### config.mk
export PLATFORM = sky130hd
export DESIGN_NAME = sebpg_top
export DESIGN_NICKNAME = d
export VERILOG_FILES = /design/src/verilog/sebpg_sync.v /design/src/verilog/sebpg_mem.v /design/src/verilog/sebpg_top.v
export VERILOG_INCLUDE_DIRS = /design/src /design/src/pkg
export SDC_FILE = /design/constraint.sdc
export NUM_CORES = 1
export LEC_CHECK = 0
export ABC_AREA = 1
export BUFFER_PORTS_ARGS = -buffer_cell sky130_fd_sc_hd__buf_2
export CAP_MARGIN = 10
export CORE_ASPECT_RATIO = 1.5
export CORE_MARGIN = 4
export CORE_UTILIZATION = 45
export CTS_CLUSTER_SIZE = 10
export DETAILED_ROUTE_END_ITERATION = 12
export HOLD_SLACK_MARGIN = 0.15
export SETUP_SLACK_MARGIN = 0.02
export SLEW_MARGIN = 20
export SYNTH_ARGS = -nofsm -noshare
export SYNTH_HDL_FRONTEND = slang
export SYNTH_SLANG_ARGS = --single-unit
### constraint.sdc
create_clock -name core_clk -period 2.3 [get_ports core_clk]
set_input_delay 0.46 -clock core_clk [delete_from_list [all_inputs] [get_ports core_clk]]
set_output_delay 0.46 -clock core_clk [all_outputs]
set_load 0.02 [all_outputs]
### src/pkg/sebpg_defines.vh
`ifndef SEBPG_DEFINES_VH
`define SEBPG_DEFINES_VH
`define SEBPG_OP_EXT 2'h0
`define SEBPG_OP_WRITE 2'h1
`define SEBPG_OP_READ 2'h2
`define SEBPG_OP_ERASE 2'h3
`define SEBPG_EXT_LOCK 2'h0
`define SEBPG_EXT_BWRITE 2'h1
`define SEBPG_EXT_BERASE 2'h2
`define SEBPG_EXT_UNLOCK 2'h3
`define SEBPG_CNT_BYTE 5'h14
`define SEBPG_CNT_WORD 5'h1b
`define SEBPG_CNT_HDR_BYTE 5'h0c
`define SEBPG_CNT_HDR_WORD 5'h0b
`define SEBPG_ERASED 16'hffff
`define SEBPG_PROG_CYCLES 100000
`endif

### src/verilog/sebpg_sync.v
`timescale 1ns/1ps
`default_nettype none
module sebpg_sync #(
    parameter W = 4
) (
    input wire core_clk,
    input wire rstn,
    input wire [W-1:0] async_in,
    output reg [W-1:0] sync_out
);
    reg [W-1:0] meta;
    always @(posedge core_clk or negedge rstn) begin
        if (!rstn) begin
            meta <= {W{1'b0}};
            sync_out <= {W{1'b0}};
        end else begin
            meta <= async_in;
            sync_out <= meta;
        end
    end
endmodule
`default_nettype wire

### src/verilog/sebpg_mem.v
`timescale 1ns/1ps
`default_nettype none
`include "sebpg_defines.vh"
module sebpg_mem #(
    parameter AW = 8,
    parameter DW = 16
) (
    input wire core_clk,
    input wire we,
    input wire [AW-1:0] waddr,
    input wire [DW-1:0] wdata,
    input wire [AW-1:0] raddr,
    output reg [DW-1:0] rdata
);
    reg [DW-1:0] mem [0:(1<<AW)-1];
    integer i;
    // Shipped state is all ones.
    initial begin
        for (i = 0; i < (1 << AW); i = i + 1) begin
            mem[i] = `SEBPG_ERASED;
        end
    end
    always @(posedge core_clk) begin
        if (we) begin
            mem[waddr] <= wdata;
        end
        rdata <= mem[raddr];
    end
endmodule
`default_nettype wire

### src/verilog/sebpg_top.v
`timescale 1ns/1ps
`default_nettype none
`include "sebpg_defines.vh"
module sebpg_top #(
    parameter PROG_CYCLES = `SEBPG_PROG_CYCLES
) (
    // Clock and reset.
    input wire core_clk,
    input wire rstn,
    // Serial pins.
    input wire cs_pin,
    input wire sclk_pin,
    input wire sdi_pin,
    input wire org_pin,
    output reg sdo,
    output reg sdo_oe_n,
    // Handshake with the whole-array programming engine.
    output reg busy,
    output reg unlocked
);
    localparam ST_IDLE = 5'h01;
    localparam ST_SHIFT = 5'h02;
    localparam ST_ARMED = 5'h04;
    localparam ST_PROG = 5'h08;
    localparam ST_READY = 5'h10;

    // ==========================================================
    // Pin synchronisation and edge detection
    wire [3:0] pins;
    reg cs_d;
    reg clk_d;
    sebpg_sync #(.W(4)) u_sync (
        .core_clk(core_clk),
        .rstn(rstn),
        .async_in({org_pin, sdi_pin, sclk_pin, cs_pin}),
        .sync_out(pins)
    );
    wire cs = pins[0];
    wire sclk = pins[1];
    wire sdi = pins[2];
    wire word_org = pins[3];
    wire sclk_rise = sclk & ~clk_d;
    wire cs_fall = ~cs & cs_d;
    always @(posedge core_clk or negedge rstn) begin
        if (!rstn) begin
            cs_d <= 1'b0;
            clk_d <= 1'b0;
        end else begin
            cs_d <= cs;
            clk_d <= sclk;
        end
    end

    // ==========================================================
    // Instruction shift path and pulse counter
    reg [4:0] state;
    reg [4:0] pulses;
    reg [26:0] shreg;
    reg [31:0] prog_cnt;
    reg [8:0] walk;
    reg op_erase_all;
    wire [4:0] hdr = word_org ? `SEBPG_CNT_HDR_WORD : `SEBPG_CNT_HDR_BYTE;
    wire [4:0] full = word_org ? `SEBPG_CNT_WORD : `SEBPG_CNT_BYTE;
    // Op-code and leading address bits sit at fixed spots after header.
    wire [1:0] opc = word_org ? shreg[9:8] : shreg[10:9];
    wire [1:0] ext = word_org ? shreg[7:6] : shreg[8:7];
    wire hdr_done = (pulses == hdr);
    wire [8:0] last_addr = word_org ? 9'h0ff : 9'h1ff;
    wire [15:0] word_data = shreg[15:0];
    wire [15:0] byte_data = {8'h00, shreg[7:0]};
    reg [15:0] fill;

    // ==========================================================
    // Array write port
    reg mem_we;
    reg [8:0] mem_addr;
    reg [15:0] mem_wdata;
    wire [15:0] mem_rdata;
    sebpg_mem #(.AW(9), .DW(16)) u_mem (
        .core_clk(core_clk),
        .we(mem_we),
        .waddr(mem_addr),
        .wdata(mem_wdata),
        .raddr(mem_addr),
        .rdata(mem_rdata)
    );

    // ==========================================================
    // Control state machine
    always @(posedge core_clk or negedge rstn) begin
        if (!rstn) begin
            state <= ST_IDLE;
            pulses <= 5'h00;
            shreg <= 27'h0;
            prog_cnt <= 32'h0;
            walk <= 9'h000;
            op_erase_all <= 1'b0;
            fill <= 16'h0000;
            mem_we <= 1'b0;
            mem_addr <= 9'h000;
            mem_wdata <= 16'h0000;
            busy <= 1'b0;
            unlocked <= 1'b0;
        end else begin
            mem_we <= 1'b0;
            case (state)
                ST_IDLE: begin
                    if (cs && sclk_rise && sdi) begin
                        state <= ST_SHIFT;
                        pulses <= 5'h01;
                        shreg <= 27'h1;
                    end
                end
                ST_SHIFT: begin
                    if (!cs) begin
                        state <= ST_IDLE;
                    end else if (sclk_rise) begin
                        pulses <= pulses + 5'h01;
                        shreg <= {shreg[25:0], sdi};
                    end else if (hdr_done && opc == `SEBPG_OP_EXT) begin
                        if (ext == `SEBPG_EXT_UNLOCK) begin
                            unlocked <= 1'b1;
                            state <= ST_IDLE;
                        end else if (ext == `SEBPG_EXT_LOCK) begin
                            unlocked <= 1'b0;
                            state <= ST_IDLE;
                        end else if (ext == `SEBPG_EXT_BERASE) begin
                            state <= ST_ARMED;
                            op_erase_all <= 1'b1;
                        end else begin
                            state <= ST_ARMED;
                            op_erase_all <= 1'b0;
                        end
                    end else if (hdr_done) begin
                        state <= ST_IDLE;
                    end
                end
                ST_ARMED: begin
                    if (sclk_rise) begin
                        pulses <= pulses + 5'h01;
                        shreg <= {shreg[25:0], sdi};
                    end else if (cs_fall) begin
                        // Count and lock checked only here.
                        state <= ST_IDLE;
                        if (unlocked && ((op_erase_all && pulses == hdr)
                                || (!op_erase_all && pulses == full))) begin
                            state <= ST_PROG;
                            busy <= 1'b1;
                            prog_cnt <= 32'h0;
                            walk <= 9'h000;
                            fill <= op_erase_all ? `SEBPG_ERASED :
                                (word_org ? word_data : byte_data);
                        end
                    end
                end
                ST_PROG: begin
                    // Direct overwrite, no prior erase.
                    mem_we <= (walk != 9'h000) || (prog_cnt == 32'h0);
                    mem_addr <= walk;
                    mem_wdata <= fill;
                    if (walk != last_addr) begin
                        walk <= walk + 9'h001;
                    end
                    prog_cnt <= prog_cnt + 32'h1;
                    if (prog_cnt >= PROG_CYCLES - 1) begin
                        state <= ST_READY;
                        busy <= 1'b0;
                    end
                end
                ST_READY: begin
                    if (cs && sclk_rise && sdi) begin
                        state <= ST_SHIFT;
                        pulses <= 5'h01;
                        shreg <= 27'h1;
                    end else if (cs_fall) begin
                        state <= ST_IDLE;
                    end
                end
                default: begin
                    state <= ST_IDLE;
                end
            endcase
        end
    end

    // ==========================================================
    // Ready/busy output driver
    always @(posedge core_clk or negedge rstn) begin
        if (!rstn) begin
            sdo <= 1'b1;
            sdo_oe_n <= 1'b1;
        end else begin
            sdo_oe_n <= 1'b1;
            sdo <= 1'b1;
            if (cs && state == ST_PROG) begin
                sdo_oe_n <= 1'b0;
                sdo <= 1'b0;
            end else if (cs && state == ST_READY) begin
                sdo_oe_n <= 1'b0;
                sdo <= 1'b1;
            end
        end
    end
endmodule
`default_nettype wire

==> flow_metrics.env <==
export IMPL_status="finished, final reports clean"
export IMPL_clk_pin_slew_ns=0.06
export IMPL_wirelength_um=9400
export IMPL_drv_cap=0
export IMPL_hp_class="input pin to async pin"
export IMPL_synth_area_leaders="dfrtp_1 (42%), nand2_1 (20%), nand3_1 (6.7%)"
export IMPL_start_util_pct=46.1
export IMPL_drive_above_1_share_pct=11.4
export IMPL_clock_path_buffers=2
export IMPL_cp_arrival_ns=2.15
export IMPL_critPathMaxStageDelay_ns=0.46
export IMPL_wire_per_inst_um=14.0
export IMPL_dieHeight_um=122
export IMPL_cp_startpoint="u_sync.sync_out[3]"
export IMPL_syn_avg_cell_area_um2=7.18
export IMPL_grt_max_degree=69
export IMPL_final_antenna_net_count=0
export IMPL_drt_first_pass_iters=4
export IMPL_grt_usage_pct=19.9
export IMPL_fin_skew_ns=0.00599
export IMPL_syn_to_final_growth_pct=13.1
export IMPL_cts_resized=0
export IMPL_worstPathMaxFanout=8
export IMPL_yosysSeqAreaShare_pct=43.7
export IMPL_finalSetupViolCount=0
export IMPL_cts_tree="built"
export IMPL_cp_end_kind="flop"
export IMPL_crit_type="flop to flop"
export IMPL_synth_top_flop_cell="dfrtp_1"
export IMPL_num_vias=3481
export IMPL_finalMaxSlewViolations=0
export IMPL_mostFrequentLayoutCells="nand2_1 (203), dfrtp_1 (65), nor2_1 (53), nand3_1 (52), inv_1 (46)"
export IMPL_pwr_density_cell_nw_per_um2=826
export IMPL_hpwl_um=6940
export IMPL_gp_congestion=0.903
export IMPL_cp_start_kind="flop"
export IMPL_synthArstFlopShare_pct=100
export IMPL_io_pins=10
export IMPL_synth_top_cell_area_share_pct=41.7
export IMPL_tightest_slew_ns=0.433
export IMPL_finalHoldViolCount=0
export IMPL_whs_ns=0.141
export IMPL_synth_edff_count=0
export IMPL_slew_headroom_pct=71.0
export IMPL_htreeDepth=3
export IMPL_synthesis_nets=554
export IMPL_synthCells=544
export IMPL_reg2reg_from="u_sync.sync_out[3]"
export IMPL_antenna_found_initial=0
export IMPL_cpLargestDelayFamily="simple AND/OR/NAND/NOR gates"
export IMPL_clock_root_buffer="clkbuf_16"
export IMPL_clk_latency_ns=0.33
export IMPL_clock_sinks=68
export IMPL_cp_required_ns=2.52
export IMPL_p_leak_nw=2.22
export IMPL_antennaDiodeCount=0
export IMPL_io_buffers=9
export IMPL_row_count=41
export IMPL_layout_worst_path_cycle_share_pct=84.2
export IMPL_crit_buf_inv=3
export IMPL_via_per_inst=5.20
export IMPL_grt_pass1_wl_um=16100
export IMPL_grt_overflow=0
export IMPL_tns_ns=0
export IMPL_cts_buffers=9
export IMPL_rsz0062_at_grt="false"
export IMPL_netlist_area_um2=3900
export IMPL_die_area_um2=10300
export IMPL_fin_crit_ns=1.94
export IMPL_mostFrequentLayoutCell="nand2_1"
export IMPL_first_iter_violations=164
export IMPL_nets=567
export IMPL_max_freq_mhz=517
export IMPL_yosysWarnings=0
export IMPL_cts_setup_buffers=0
export IMPL_cp_cell_sequence="inv_2 -> or2_2 -> o21ai_0 -> ha_1 -> inv_1 -> nand2_1 -> nor3_1 -> nand2_1 -> o21ai_0 -> inv_1"
export IMPL_synth_seq_cells=68
export IMPL_ys_types=33
export IMPL_core_area_um2=8460
export IMPL_die_x_um=84.1
export IMPL_slowest_stage="dfrtp_1"
export IMPL_grt_pass1_vias=3442
export IMPL_synth_top_cell_by_area="dfrtp_1"
export IMPL_drc=0
export IMPL_holdBufCountCts=0
export IMPL_nFillCells=844
export IMPL_ir_drop_uv=431
-- sequential cells by signal (all words and copies together), names as in the netlist --
register	cells
op_erase_all	1
clk_d	1
prog_cnt	32
unlocked	1
pulses	5
cs_d	1
u_sync.meta	4
shreg	11
sdo_oe_n	1
sdo	1
busy	1
state	5
u_sync.sync_out	4
-- Yosys cell counts, drive strengths merged, types with 3 or more instances --
| master | count |
|---|---|
| nand4 | 10 |
| or2 | 5 |
| nand3 | 52 |
| nor3 | 15 |
| inv | 48 |
| nand3b | 9 |
| o21ai | 17 |
| a21oi | 13 |
| nor2 | 58 |
| ha | 4 |
| dfstp | 3 |
| buf | 7 |
| xor2 | 4 |
| nor3b | 3 |
| nand2 | 222 |
| dfrtp | 65 |
| clkbuf | 3 |
-- metrics by stage --
step | instances | setup slack (ns) | power (mW) | area [um2] | util [%]
floorplan | 544 | 0.536 | 1.84 | 3910 | -
global placement | 653 | 0.412 | 1.96 | 4050 | 47.8
detailed placement | 653 | 0.366 | 1.98 | 4050 | 47.8
CTS | 669 | 0.359 | 3.69 | 4420 | 52.2
global route | 669 | 0.119 | 3.84 | 4420 | 52.2
finish | 669 | 0.364 | 3.65 | 4420 | 52.2
-- power by group --
group          total (mW)  leakage (nW)  internal [mW]  switching, mW
combinational       0.563          1.13          0.172          0.391
sequential           1.39         0.907           1.31         0.0881
clock                1.69         0.177           1.17          0.521
total                3.65          2.22           2.65           1.00
-- metal layers --
| metal | track usage, % | share of wire [%] |
|---|---|---|
| met1 | 21.8 | 40 |
| met2 | 35.0 | 52 |
| met3 | 3.11 | 2.1 |
| met4 | 13.7 | 5.5 |
| met5 | 0 | 0 |
-- worst reg2reg max path, delay by kind of cell (launching register included) --
| kind | cells | cell delay (ns) |
|---|---|---|
| AO/OA/AOI/OAI | 2 | 0.26 |
| adder cells (fa/ha/maj) | 1 | 0.27 |
| buffers and inverters | 3 | 0.21 |
| flip-flops | 1 | 0.46 |
| AND/OR/NAND/NOR | 4 | 0.61 |
-- cell families (layout without fill, tap and decap cells) --
family	Yosys count	count (layout)	share of synthesized area, %
AO/OA/AOI/OAI	34	34	4.71
XOR/XNOR	4	4	0.897
adder cells (fa/ha/maj)	4	4	1.28
buffers and inverters	59	77	6.47
flip-flops	68	68	43.7
multiplexers	1	1	0.256
AND/OR/NAND/NOR	374	374	42.7
-- area by class of cell --
type                            instances  area (um2)  share of cell area [%]
Tap cell                              107         134                    3.03
Timing Repair Buffer                   12        80.1                    1.81
Multi-Input combinational cell        417        1950                    44.1
Sequential cell                        68        1710                    38.6
Clock buffer                           10         229                    5.18
Inverter                               49         184                    4.16
Clock inverter                          6         138                    3.12
-- path summary, 6_finish.rpt --
check                      depth (start not counted)                 end  slack, ns
max                                               10        op_erase_all       0.36
min                                                2                cs_d       0.14
max reg2reg                                       10        op_erase_all       0.36
min reg2reg                                        0  u_sync.sync_out[0]       0.35
max in group asynchronous                          2            state[0]       1.83
min in group core_clk                              1      u_sync.meta[3]       0.23
Note: power is estimated with default switching activity, not from simulation.
